$ cat src/inc/sup_pkg.sv
//==========================================================
package sup_pkg;

    localparam int CLK_MHZ = 25;

    // Filter, blanking and autorecovery times in microseconds
    localparam int BO_FILT_US   = 20;
    localparam int OVP_FILT_US  = 10;
    localparam int OTP_FILT_US  = 20;
    localparam int OTP_BLANK_US = 100;
    localparam int AR_TIME_US   = 1000;

    localparam logic [15:0] BO_FILT_CYC   = 16'(BO_FILT_US * CLK_MHZ);
    localparam logic [15:0] OVP_FILT_CYC  = 16'(OVP_FILT_US * CLK_MHZ);
    localparam logic [15:0] OTP_FILT_CYC  = 16'(OTP_FILT_US * CLK_MHZ);
    localparam logic [15:0] OTP_BLANK_CYC = 16'(OTP_BLANK_US * CLK_MHZ);
    localparam logic [15:0] AR_TIME_CYC   = 16'(AR_TIME_US * CLK_MHZ);

    // Register offsets
    localparam logic [7:0] A_CTRL   = 8'h00;
    localparam logic [7:0] A_STATUS = 8'h04;
    localparam logic [7:0] A_MASK   = 8'h08;
    localparam logic [7:0] A_LIVE   = 8'h0c;
    localparam logic [7:0] A_BOLEN  = 8'h10;
    localparam logic [7:0] A_OVPLEN = 8'h14;
    localparam logic [7:0] A_OTPLEN = 8'h18;
    localparam logic [7:0] A_BLKLEN = 8'h1c;
    localparam logic [7:0] A_ARLEN  = 8'h20;

    // Control fields
    localparam int C_OVP_LATCH = 0;
    localparam int C_OTP_LATCH = 1;
    localparam int C_ACTIVE_ON = 2;
    localparam logic [2:0] CTRL_RST = 3'h3;

    // Event bits of status and mask
    localparam int E_BG_RISE = 0;
    localparam int E_BG_FALL = 1;
    localparam int E_OVP     = 2;
    localparam int E_OTP     = 3;
    localparam int E_AR_END  = 4;
    localparam int E_OFF_IN  = 5;
    localparam logic [5:0] MASK_RST = 6'h00;

    typedef enum logic [1:0] {
        ST_RESET   = 2'b00,
        ST_RUN     = 2'b01,
        ST_AUTOREC = 2'b11,
        ST_LATCH   = 2'b10
    } st_t;

    // Synchronised analogue flags
    typedef struct packed {
        logic vcc_on;
        logic vcc_off;
        logic vcc_rst;
        logic bo;
        logic ovp;
        logic otp;
        logic skip_in;
        logic skip_out;
        logic rem_off;
        logic rem_on;
        logic fb_off;
        logic fb_resume;
    } flags_t;

endpackage

$ cat src/rtl/bo_ovp_supervisor.sv
`timescale 1ns/1ps
module bo_ovp_supervisor
    import sup_pkg::*;
#(
    parameter logic [15:0] AR_CYCLES = AR_TIME_CYC
)
(
    // Clock and reset
    input  wire logic        ref_clk_in,
    input  wire logic        arst_n_in,
    // Supply and comparator flags, asynchronous
    input  wire logic        vcc_above_on_in,
    input  wire logic        vcc_above_off_in,
    input  wire logic        vcc_above_reset_in,
    input  wire logic        bo_cmp_in,
    input  wire logic        ovp_cmp_in,
    input  wire logic        otp_cmp_in,
    input  wire logic        skip_entry_in,
    input  wire logic        skip_exit_in,
    input  wire logic        remote_off_in,
    input  wire logic        remote_on_in,
    input  wire logic        fb_offmode_in,
    input  wire logic        fb_resume_in,
    // Register port
    input  wire logic [7:0]  addr_in,
    input  wire logic [31:0] wr_data_in,
    input  wire logic        wr_in,
    input  wire logic        rd_in,
    output logic      [31:0] rd_data_out,
    output logic             irq_out,
    // Analogue and driver controls
    output logic             bulk_hyst_sink_out,
    output logic             bulk_discharge_out,
    output logic             thermistor_bias_out,
    output logic             thermistor_bias_boosted_out,
    output logic             prot_monitor_on_out,
    output logic             bulk_good_out,
    output logic             drive_enable_out
);

    //======================================================
    // Reset release
    logic rst_meta_q;
    logic rst_n_q;

    always_ff @(posedge ref_clk_in or negedge arst_n_in)
    begin
        if (!arst_n_in)
        begin
            rst_meta_q <= 1'b0;
            rst_n_q    <= 1'b0;
        end
        else
        begin
            rst_meta_q <= 1'b1;
            rst_n_q    <= rst_meta_q;
        end
    end

    //======================================================
    // Flag synchronisers
    logic [11:0] sync1_q;
    logic [11:0] sync2_q;
    flags_t      f;

    always_ff @(posedge ref_clk_in or negedge rst_n_q)
    begin
        if (!rst_n_q)
        begin
            sync1_q <= 12'h000;
            sync2_q <= 12'h000;
        end
        else
        begin
            sync1_q <= {vcc_above_on_in, vcc_above_off_in,
                        vcc_above_reset_in, bo_cmp_in, ovp_cmp_in,
                        otp_cmp_in, skip_entry_in, skip_exit_in,
                        remote_off_in, remote_on_in, fb_offmode_in,
                        fb_resume_in};
            sync2_q <= sync1_q;
        end
    end

    assign f = flags_t'(sync2_q);

    function automatic logic [15:0] filt_next(
        input logic [15:0] cnt,
        input logic        cond,
        input logic [15:0] len
    );
        if (!cond)
            filt_next = 16'h0000;
        else if (cnt >= len)
            filt_next = len;
        else
            filt_next = cnt + 16'h0001;
    endfunction

    //======================================================
    // Registers
    logic [2:0]  ctrl_q;
    logic [5:0]  status_q;
    logic [5:0]  status_d;
    logic [5:0]  mask_q;
    logic [5:0]  ev;
    logic [15:0] bo_len_q;
    logic [15:0] ovp_len_q;
    logic [15:0] otp_len_q;
    logic [15:0] blk_len_q;
    logic [15:0] ar_len_q;
    logic [31:0] live;

    always_ff @(posedge ref_clk_in or negedge rst_n_q)
    begin
        if (!rst_n_q)
        begin
            ctrl_q    <= CTRL_RST;
            mask_q    <= MASK_RST;
            bo_len_q  <= BO_FILT_CYC;
            ovp_len_q <= OVP_FILT_CYC;
            otp_len_q <= OTP_FILT_CYC;
            blk_len_q <= OTP_BLANK_CYC;
            ar_len_q  <= AR_CYCLES;
        end
        else if (wr_in)
        begin
            case (addr_in)
                A_CTRL:   ctrl_q    <= wr_data_in[2:0];
                A_MASK:   mask_q    <= wr_data_in[5:0];
                A_BOLEN:  bo_len_q  <= wr_data_in[15:0];
                A_OVPLEN: ovp_len_q <= wr_data_in[15:0];
                A_OTPLEN: otp_len_q <= wr_data_in[15:0];
                A_BLKLEN: blk_len_q <= wr_data_in[15:0];
                A_ARLEN:  ar_len_q  <= wr_data_in[15:0];
                default:  ;
            endcase
        end
    end

    // Sticky events, write one clears, set wins
    always_comb
    begin
        status_d = status_q;
        if (wr_in && addr_in == A_STATUS)
            status_d = status_q & ~wr_data_in[5:0];
        status_d = status_d | ev;
    end

    always_ff @(posedge ref_clk_in or negedge rst_n_q)
    begin
        if (!rst_n_q)
        begin
            status_q <= 6'h00;
            irq_out  <= 1'b0;
        end
        else
        begin
            status_q <= status_d;
            irq_out  <= |(status_d & mask_q);
        end
    end

    always_ff @(posedge ref_clk_in or negedge rst_n_q)
    begin
        if (!rst_n_q)
            rd_data_out <= 32'h0000_0000;
        else if (rd_in)
        begin
            case (addr_in)
                A_CTRL:   rd_data_out <= {29'h0, ctrl_q};
                A_STATUS: rd_data_out <= {26'h0, status_q};
                A_MASK:   rd_data_out <= {26'h0, mask_q};
                A_LIVE:   rd_data_out <= live;
                A_BOLEN:  rd_data_out <= {16'h0, bo_len_q};
                A_OVPLEN: rd_data_out <= {16'h0, ovp_len_q};
                A_OTPLEN: rd_data_out <= {16'h0, otp_len_q};
                A_BLKLEN: rd_data_out <= {16'h0, blk_len_q};
                A_ARLEN:  rd_data_out <= {16'h0, ar_len_q};
                default:  rd_data_out <= 32'h0000_0000;
            endcase
        end
        else
            rd_data_out <= 32'h0000_0000;
    end

    //======================================================
    // Brown-out filter
    logic [15:0] bo_cnt_q;
    logic        bulk_good_q;
    logic        bo_flip;
    logic        bg_d;

    assign bo_flip = (f.bo != bulk_good_q) && (bo_cnt_q >= bo_len_q);
    assign bg_d    = bo_flip ? ~bulk_good_q : bulk_good_q;

    always_ff @(posedge ref_clk_in or negedge rst_n_q)
    begin
        if (!rst_n_q)
        begin
            bo_cnt_q    <= 16'h0000;
            bulk_good_q <= 1'b0;
        end
        else
        begin
            bo_cnt_q    <= bo_flip ? 16'h0000 :
                           filt_next(bo_cnt_q, f.bo != bulk_good_q,
                                     bo_len_q);
            bulk_good_q <= bg_d;
        end
    end

    //======================================================
    // Skip and off-mode tracking
    logic skip_q;
    logic off_q;
    logic off_set;
    logic off_clr;

    assign off_set = ctrl_q[C_ACTIVE_ON] ? f.rem_off
                                         : (f.fb_off && !f.vcc_off);
    assign off_clr = ctrl_q[C_ACTIVE_ON] ? f.rem_on : f.fb_resume;

    always_ff @(posedge ref_clk_in or negedge rst_n_q)
    begin
        if (!rst_n_q)
        begin
            skip_q <= 1'b0;
            off_q  <= 1'b0;
        end
        else
        begin
            if (!skip_q && f.skip_in)
                skip_q <= 1'b1;
            else if (skip_q && f.skip_out)
                skip_q <= 1'b0;
            if (!off_q && off_set)
                off_q <= 1'b1;
            else if (off_q && off_clr)
                off_q <= 1'b0;
        end
    end

    //======================================================
    // Protection filters and state
    st_t         st_q;
    st_t         st_d;
    logic [15:0] ovp_cnt_q;
    logic [15:0] otp_cnt_q;
    logic [15:0] blk_cnt_q;
    logic [15:0] ar_cnt_q;
    logic [1:0]  src_q;
    logic        mon_q;
    logic        mon_set;
    logic        mon_clr;
    logic        blanking;
    logic        ovp_cond;
    logic        otp_cond;
    logic        ovp_trip;
    logic        otp_trip;
    logic        trip_latch;
    logic        ar_end;
    logic        vcc_on_ev;

    assign blanking = mon_q && (blk_cnt_q < blk_len_q);
    assign ovp_cond = f.ovp && mon_q && st_q == ST_RUN;
    assign otp_cond = f.otp && mon_q && !blanking && st_q == ST_RUN;
    assign ovp_trip = ovp_cond && ovp_cnt_q >= ovp_len_q;
    assign otp_trip = otp_cond && otp_cnt_q >= otp_len_q;
    assign trip_latch = (ovp_trip && ctrl_q[C_OVP_LATCH]) ||
                        (otp_trip && ctrl_q[C_OTP_LATCH]);
    assign ar_end    = st_q == ST_AUTOREC && ar_cnt_q >= ar_len_q;
    assign vcc_on_ev = st_q == ST_RESET && f.vcc_on;

    always_comb
    begin
        st_d = st_q;
        case (st_q)
            ST_RESET:
                if (f.vcc_on)
                    st_d = ST_RUN;
            ST_RUN:
                if (ovp_trip || otp_trip)
                    st_d = trip_latch ? ST_LATCH : ST_AUTOREC;
                else if (!f.vcc_rst)
                    st_d = ST_RESET;
            ST_AUTOREC:
                if (ar_end)
                    st_d = ST_RUN;
                else if (!f.vcc_rst)
                    st_d = ST_RESET;
            ST_LATCH:
                if (!f.vcc_rst)
                    st_d = ST_RESET;
            default:
                st_d = ST_RESET;
        endcase
    end

    assign mon_set = vcc_on_ev || (bo_flip && !bulk_good_q) || ar_end ||
                     (skip_q && f.skip_out) || (off_q && off_clr);
    // bias off on supply, brown-out, fault
    // bias off on skip and off-mode entry
    assign mon_clr = !f.vcc_off || (bo_flip && bulk_good_q) ||
                     ovp_trip || otp_trip ||
                     (st_q != ST_RUN && !ar_end && !vcc_on_ev) ||
                     (!skip_q && f.skip_in) || (!off_q && off_set);

    always_ff @(posedge ref_clk_in or negedge rst_n_q)
    begin
        if (!rst_n_q)
        begin
            st_q      <= ST_RESET;
            mon_q     <= 1'b0;
            ovp_cnt_q <= 16'h0000;
            otp_cnt_q <= 16'h0000;
            blk_cnt_q <= 16'h0000;
            ar_cnt_q  <= 16'h0000;
        end
        else
        begin
            st_q      <= st_d;
            mon_q     <= mon_clr ? 1'b0 : (mon_set ? 1'b1 : mon_q);
            ovp_cnt_q <= filt_next(ovp_cnt_q, ovp_cond, ovp_len_q);
            otp_cnt_q <= filt_next(otp_cnt_q, otp_cond, otp_len_q);
            blk_cnt_q <= filt_next(blk_cnt_q, mon_q, blk_len_q);
            ar_cnt_q  <= filt_next(ar_cnt_q, st_q == ST_AUTOREC &&
                                   !ar_end, ar_len_q);
        end
    end

    // trip source held until the state next returns to run or goes to reset
    always_ff @(posedge ref_clk_in or negedge rst_n_q)
    begin
        if (!rst_n_q)
            src_q <= 2'b00;
        else if (ovp_trip || otp_trip)
            src_q <= {otp_trip, ovp_trip};
        else if (st_d == ST_RUN && st_q != ST_RUN || st_d == ST_RESET)
            src_q <= 2'b00;
    end

    assign ev = {!off_q && off_set, ar_end, otp_trip, ovp_trip,
                 bo_flip && bulk_good_q, bo_flip && !bulk_good_q};
    assign live = {24'h0, src_q, off_q, skip_q, mon_q, bulk_good_q,
                   st_q};

    //======================================================
    // Output stage
    always_ff @(posedge ref_clk_in or negedge rst_n_q)
    begin
        if (!rst_n_q)
        begin
            bulk_discharge_out          <= 1'b1;
            bulk_hyst_sink_out          <= 1'b0;
            thermistor_bias_boosted_out <= 1'b0;
            drive_enable_out            <= 1'b0;
        end
        else
        begin
            bulk_discharge_out <= st_d == ST_RESET;
            bulk_hyst_sink_out <= st_d != ST_RESET && !bg_d;
            thermistor_bias_boosted_out <= blanking;
            drive_enable_out <= st_d == ST_RUN && bg_d && f.vcc_off &&
                                !skip_q && !off_q &&
                                !ovp_trip && !otp_trip;
        end
    end

    assign thermistor_bias_out = mon_q;
    assign prot_monitor_on_out = mon_q;
    assign bulk_good_out       = bulk_good_q;
endmodule // bo_ovp_supervisor

$ cat config.mk
export PLATFORM = sky130hd
export DESIGN_NAME = bo_ovp_supervisor
export DESIGN_NICKNAME = d
export VERILOG_FILES = /design/src/inc/sup_pkg.sv /design/src/rtl/bo_ovp_supervisor.sv
export SDC_FILE = /design/constraint.sdc
export NUM_CORES = 1
export LEC_CHECK = 0
export BUFFER_PORTS_ARGS = -buffer_cell sky130_fd_sc_hd__buf_4
export CAP_MARGIN = 25
export CORE_ASPECT_RATIO = 2
export CORE_MARGIN = 5
export CORE_UTILIZATION = 55
export CTS_CLUSTER_DIAMETER = 200
export CTS_CLUSTER_SIZE = 20
export DETAILED_ROUTE_END_ITERATION = 6
export PLACE_DENSITY_LB_ADDON = 0.08
export SLEW_MARGIN = 5
export SYNTH_ARGS = -nofsm -noshare
export SYNTH_HDL_FRONTEND = slang
export SYNTH_SLANG_ARGS = --single-unit
$ cat constraint.sdc
create_clock -name ref_clk_in -period 7.06 [get_ports ref_clk_in]
set_clock_uncertainty 0.2 [all_clocks]
set_input_delay 0.353 -clock ref_clk_in [delete_from_list [all_inputs] [get_ports ref_clk_in]]
set_output_delay 0.353 -clock ref_clk_in [all_outputs]
set_load 0.01 [all_outputs]
Yosys cells after proc, flatten, opt, wreduce, memory -nomap -nowiden
Index checks and enable logic that the tools add are counted.
Word-level totals
  register bits after elaboration: 246
  bits of input ports: 56
  output and inout port bits: 40
  word-level logic and storage cells: 161
Cells by class
  add/sub/neg operators: 5
  magnitude comparators: 6
  equality and inequality tests: 14
  multiplexer cells: 31
  bitwise logic cells: 5
  reductions and logical operators: 71
Operator list (count)
  two-way mux 16 bit: 11
  one-hot mux 16 bit (9 select lines): 1
  adder 16 x 1 -> 16 bit, second input constant: 5
  >= comparator 16 bit: 5
  == test 8 x 5 -> 1 bit, second input constant: 4
  logical AND 1 bit: 32
  two-way mux 32 bit: 1
  == test 8 x 4 -> 1 bit, second input constant: 2
  < comparator 16 bit: 1
  AND reduction 2 bit: 7
  logical OR 1 bit: 13
  bitwise AND 6 bit: 2
  two-way mux 2 bit: 6
  zero test 1 bit: 10
  two-way mux 1 bit: 10
  nonzero test 2 bit: 5
  == test 8 x 3 -> 1 bit, second input constant: 1
  == test 8 x 6 -> 1 bit, second input constant: 1
  zero test 8 bit: 1
  one-hot mux 2 bit (4 select lines): 1
  two-way mux 6 bit: 1
  NOT 6 bit: 1
  bitwise OR 6 bit: 1
  OR reduction 6 bit: 1
  other kinds (6): 9

Longest topological paths before layout
  depth in word-level cells: 18
  mapped depth: 11
  gate-level depth less buffers: 10

Worst setup path after synthesis
No wires, ideal clock.
  kind: register to register
  from: register ovp_len_q[7]
  to: register src_q[0]
  setup time: 0.120 ns
  data arrival time: 2.579 ns
  required time: 6.740 ns
  path slack: 4.161 ns
  stages on the path, launching flop included: 10
  path buffers: 0
  clock period less this slack: 2.899 ns
  cell sequence: dfstp_2 > inv_1 > ha_1 > a21oi_1 > nor3_1 > a2111o_1 > a41oi_4 > nor2_2 > or4b_1 > a31o_1
Between the ends
  longest elaborated chain between the ends: 11
  elaborated cells between the ends (all ways): 14
  those cells by class: order compare (1); eq/ne (1); mux (4); reduce/logical (8)
RTL lines
  start, declared: line bo_ovp_supervisor.sv:107  | logic [15:0] ovp_len_q;
  start signal, assigned: line bo_ovp_supervisor.sv:131  | A_OVPLEN: ovp_len_q <= wr_data_in[15:0];
  >= comparator 16 bit *: line bo_ovp_supervisor.sv:267  | assign ovp_trip = ovp_cond && ovp_cnt_q >= ovp_len_q;
  logical AND 1 bit *: line bo_ovp_supervisor.sv:267
  logical AND 1 bit: line bo_ovp_supervisor.sv:269  | assign trip_latch = (ovp_trip && ctrl_q[C_OVP_LATCH]) ||
  logical OR 1 bit: line bo_ovp_supervisor.sv:269
  two-way mux 1 bit: line bo_ovp_supervisor.sv:283  | st_d = trip_latch ? ST_LATCH : ST_AUTOREC;
  two-way mux 2 bit: line bo_ovp_supervisor.sv:282  | if (ovp_trip || otp_trip)
  one-hot mux 2 bit (4 select lines): line bo_ovp_supervisor.sv:277  | case (st_q)
  == test 2 x 1 -> 1 bit: line bo_ovp_supervisor.sv:338  | else if (st_d == ST_RUN && st_q != ST_RUN || st_d == ST_RESET)
  logical AND 1 bit: line bo_ovp_supervisor.sv:338
  logical OR 1 bit: line bo_ovp_supervisor.sv:338
  nonzero test 2 bit (no line)
  end signal, assigned: line bo_ovp_supervisor.sv:337  | src_q <= {otp_trip, ovp_trip};
  end, declared: line bo_ovp_supervisor.sv:251  | logic [1:0] src_q;
Mark *: on every way between the ends. The rest lies on a longest branch, timed or not.
A chain may end at the register's enable or synchronous reset.

Final worst setup path
  from: register blk_len_q[15]
  to: register src_q[1]
Between the ends
  longest elaborated chain between the ends: 15
  elaborated cells between the ends (all ways): 18
  those cells by class: order compare (1); eq/ne (1); mux (4); reduce/logical (12)
RTL lines
  start, declared: line bo_ovp_supervisor.sv:109  | logic [15:0] blk_len_q;
  start signal, assigned: line bo_ovp_supervisor.sv:133  | A_BLKLEN: blk_len_q <= wr_data_in[15:0];
  < comparator 16 bit *: line bo_ovp_supervisor.sv:264  | assign blanking = mon_q && (blk_cnt_q < blk_len_q);
  logical AND 1 bit *: line bo_ovp_supervisor.sv:264
  zero test 1 bit *: line bo_ovp_supervisor.sv:266  | assign otp_cond = f.otp && mon_q && !blanking && st_q == ST_RUN;
  logical AND 1 bit * (2 in a row): line bo_ovp_supervisor.sv:266
  logical AND 1 bit *: line bo_ovp_supervisor.sv:268  | assign otp_trip = otp_cond && otp_cnt_q >= otp_len_q;
  logical AND 1 bit: line bo_ovp_supervisor.sv:270  | (otp_trip && ctrl_q[C_OTP_LATCH]);
  logical OR 1 bit: line bo_ovp_supervisor.sv:269
  two-way mux 1 bit: line bo_ovp_supervisor.sv:283
  two-way mux 2 bit: line bo_ovp_supervisor.sv:282
  one-hot mux 2 bit (4 select lines): line bo_ovp_supervisor.sv:277
  == test 2 x 1 -> 1 bit: line bo_ovp_supervisor.sv:338
  logical AND 1 bit: line bo_ovp_supervisor.sv:338
  logical OR 1 bit: line bo_ovp_supervisor.sv:338
  nonzero test 2 bit (no line)
Marked as above.

==> metrics.cfg <==
[placement]
buffer_ports.inserted = 63
place_area_um2 = 12900
gp_congestion = 0.939
place.detailed.hpwl_um = 24700

[layout]
multi_input_comb_area_um2 = 5850
post-route-util_pct = 62.1
finish.net_count = 1406
final_area_um2 = 13700
area_growth_pct = 12.0
register_area_um2 = 5800
antenna_cells = 0
fillers = 1906
layout-drive-gt1-share_pct = 15.3

[timing]
final.period_utilization_pct = 49.8
slew_violations = 0
tns_ps = 0
relSlewSlack_pct = 34.8
final.min_clock_period_ps = 3510
rsz0062_at_grt = no
max_freq_ghz = 0.285
finalSetupViolations = 0
worst_margin_slew_ps = 979
finalHoldViolCount = 0

[global_routing]
grt_pass1_wl_um = 52300
grt_pass1_vias = 9504
grtUsageTotal_pct = 26.6
overflow_left_after_global_routing = 0
antenna_found_initial = 0
grt_start_max_net_pins = 163

[floorplan]
floorplan.io_pins = 96
dieArea_um2 = 25500
core_area_um2 = 22100
fp.dieW_um = 115
effective_utilization_at_floorplan_pct = 55.4
fp.dieH_um = 221
core.rowCount = 77

[drt]
drc = 0
wire_length_per_cell_um = 21.6
vias_per_cell = 5.92
vias = 9171
wl_um = 33500
firstDrtPassIters = 6
drt_first_iter_violations = 514
route.antenna.remaining_nets = 0

[power_and_ir_drop]
ir_worst_vdd_v = 0.000272
power_leakage_uw = 0.00662
cellPowerDensity_nw_per_um2 = 197

[logic_synthesis]
postSynth.asyncResetShare_pct = 100
mappedNetlistArea_um2 = 12200
synth_top_cells_by_count = dfrtp_1 (198), nand2_1 (102), inv_1 (96), nor2_1 (96), ha_1 (85)
main_combinational_cell_family_by_area_after_synthesis = compound AO/OA/AOI/OAI gates
synth_area_leaders = dfrtp_1 (41%), ha_1 (8.7%), dfstp_2 (6.9%), mux2_2 (5.9%), xor2_1 (3.3%)
synthAdderAreaFrac_pct = 8.70
synth_compound_area_share_pct = 13.0
synth_top_cell_by_area = dfrtp_1
yosysMostFrequentCell = dfrtp_1
syn_area_per_cell_um2 = 10.3
netlist-cell-type-count = 62
synth_largest_type_area_fraction_pct = 40.5
synth-seq-cells = 230
synth_simple_gate_area_share_pct = 12.3
ys_dominant_reg_cell = dfrtp_1
yosys_warnings = 0
synthesis.instances = 1189
synth-edff-count = 0
synth_xor_area_share_pct = 4.94
post_synth_mux_area_share_pct = 8.27
yosysSeqAreaShare_pct = 47.4

[outcome]
run_status = finished, final reports clean

[cts]
clock_sink_count = 230
clk_latency_ps = 510
cts.clk_slew.worst_paths_ps = 90
htreeDepth = 1
ctsLongestPathBuffers = 3
post-cts-setup-buffer-count = 0
clk_root_buffer_cell = clkbuf_16
number_of_buffers_created_by_cts = 15
cts_tree = built

[worst_setup_path]
worst-setup-path-type = register to register
path_max_fanout = 19
required_ps = 7240
worst_setup_path_start_kind = register
endpoint_kind = register
regToRegSetupSlack_ps = 3550
arrival_ps = 3690

[min_path]
worst_hold_path_type = input pin to register

[job]
maxCapViolCount = 0

-- stage by stage --
stage          cells  setup WS (ps)  hold WS, ps  total power [uW]
2_1_floorplan   1204           31.8         -143              1680
4_1_cts         1548           3490         3.04              2700
6_report        1550           3550         55.2              2700
3_3_place_gp    1491           3560        -63.8              1810
5_1_grt         1550           3300         72.5              2810
3_5_place_dp    1493           3530        -62.0              1820
-- critical path, cell delays in order (launching register included) --
cell	delay [ps]
dfrtp_1	400
inv_1	70
ha_1	300
and3_1	220
nand4_1	180
a21oi_1	120
o31ai_4	870
a21oi_1	190
or4b_1	600
a31o_1	240
-- cell usage in the layout, fill, tap and decap left out, types with 4 or more instances in the layout --
cell type      count
a211oi_1          38
a21o_1            16
a21oi_1           44
a221oi_1           4
a222oi_1           6
a31oi_1            5
and2_1             5
and3_1            24
and4_1             8
buf_4             71
clkbuf_1           9
clkbuf_16         15
conb_1            17
dfrtp_1          197
dfstp_2           32
dlygate4sd3_1     30
ha_1              85
inv_1             96
mux2_2            64
mux2i_1           29
nand2_1          102
nand3_1           40
nand4_1           18
nor2_1            96
nor2b_1            9
nor3_1             8
nor4_1             5
o211a_1           15
o21a_1             5
o21ai_0           48
o21ai_1            4
o22ai_1           13
xnor2_1           23
xor2_1            46
-- sequential cells by signal, summed over array words and instances (netlist names), 2 cells and up --
signal,count
ar_cnt_q,16
ar_len_q,16
blk_cnt_q,16
blk_len_q,16
bo_cnt_q,16
bo_len_q,16
ctrl_q,3
f,12
mask_q,6
otp_cnt_q,16
otp_len_q,16
ovp_cnt_q,16
ovp_len_q,16
rd_data_out,16
src_q,2
st_q,2
status_q,6
sync1_q,12
-- final cells by class --
cell class | instances | area share (%)
Inverter | 96 | 2.63
Clock inverter | 2 | 0.146
Timing Repair Buffer | 104 | 6.63
Tap cell | 276 | 2.52
Sequential cell | 230 | 42.4
Clock buffer | 24 | 2.99
Multi-Input combinational cell | 818 | 42.7
-- path summary, 6_finish.rpt --
| kind | start | end | depth (start not counted) |
|---|---|---|---|
| max | blk_len_q[15]$_DFFE_PN0P_ | src_q[1]$_DFFE_PN0P_ | 9 |
| min | addr_in[5] | rd_data_out[0]$_DFF_PN0_ | 4 |
| max reg2reg | blk_len_q[15]$_DFFE_PN0P_ | src_q[1]$_DFFE_PN0P_ | 9 |
| min reg2reg | sync1_q[3]$_DFF_PN0_ | f[3]$_DFF_PN0_ | 0 |
| max in group asynchronous | rst_n_q$_DFF_PN0_ | ar_cnt_q[13]$_DFF_PN0_ | 1 |
| min in group asynchronous | rst_n_q$_DFF_PN0_ | bo_cnt_q[0]$_DFF_PN0_ | 0 |
-- power breakdown --
group          switching [uW]  internal (uW)  total, uW
Sequential               60.6           1380       1440
Clock                     461            408        869
Combinational             233            151        385
Total                     755           1940       2700
-- repair_timing --
item / CTS / global route
endpoints found under the hold margin: 64 / 1
gates resized for setup: 0 / 0
hold buffers: 29 / 1
-- per-layer routing --
layer	up-vias	GRT usage, %	part of all wire [%]
met5	-	0	0
met4	0	16.0	6.7
met3	80	2.32	3.3
met2	245	47.0	53
met1	4551	30.5	37
li1	4295	-	-
-- logic make-up after synthesis --
family                   after synthesis
AND/OR/NAND/NOR                      325
multiplexers                          93
other                                  2
adder cells (fa/ha/maj)               85
flip-flops                           230
buffers and inverters                156
AO/OA/AOI/OAI                        229
XOR/XNOR                              69
(Power assumes the default switching activity.)
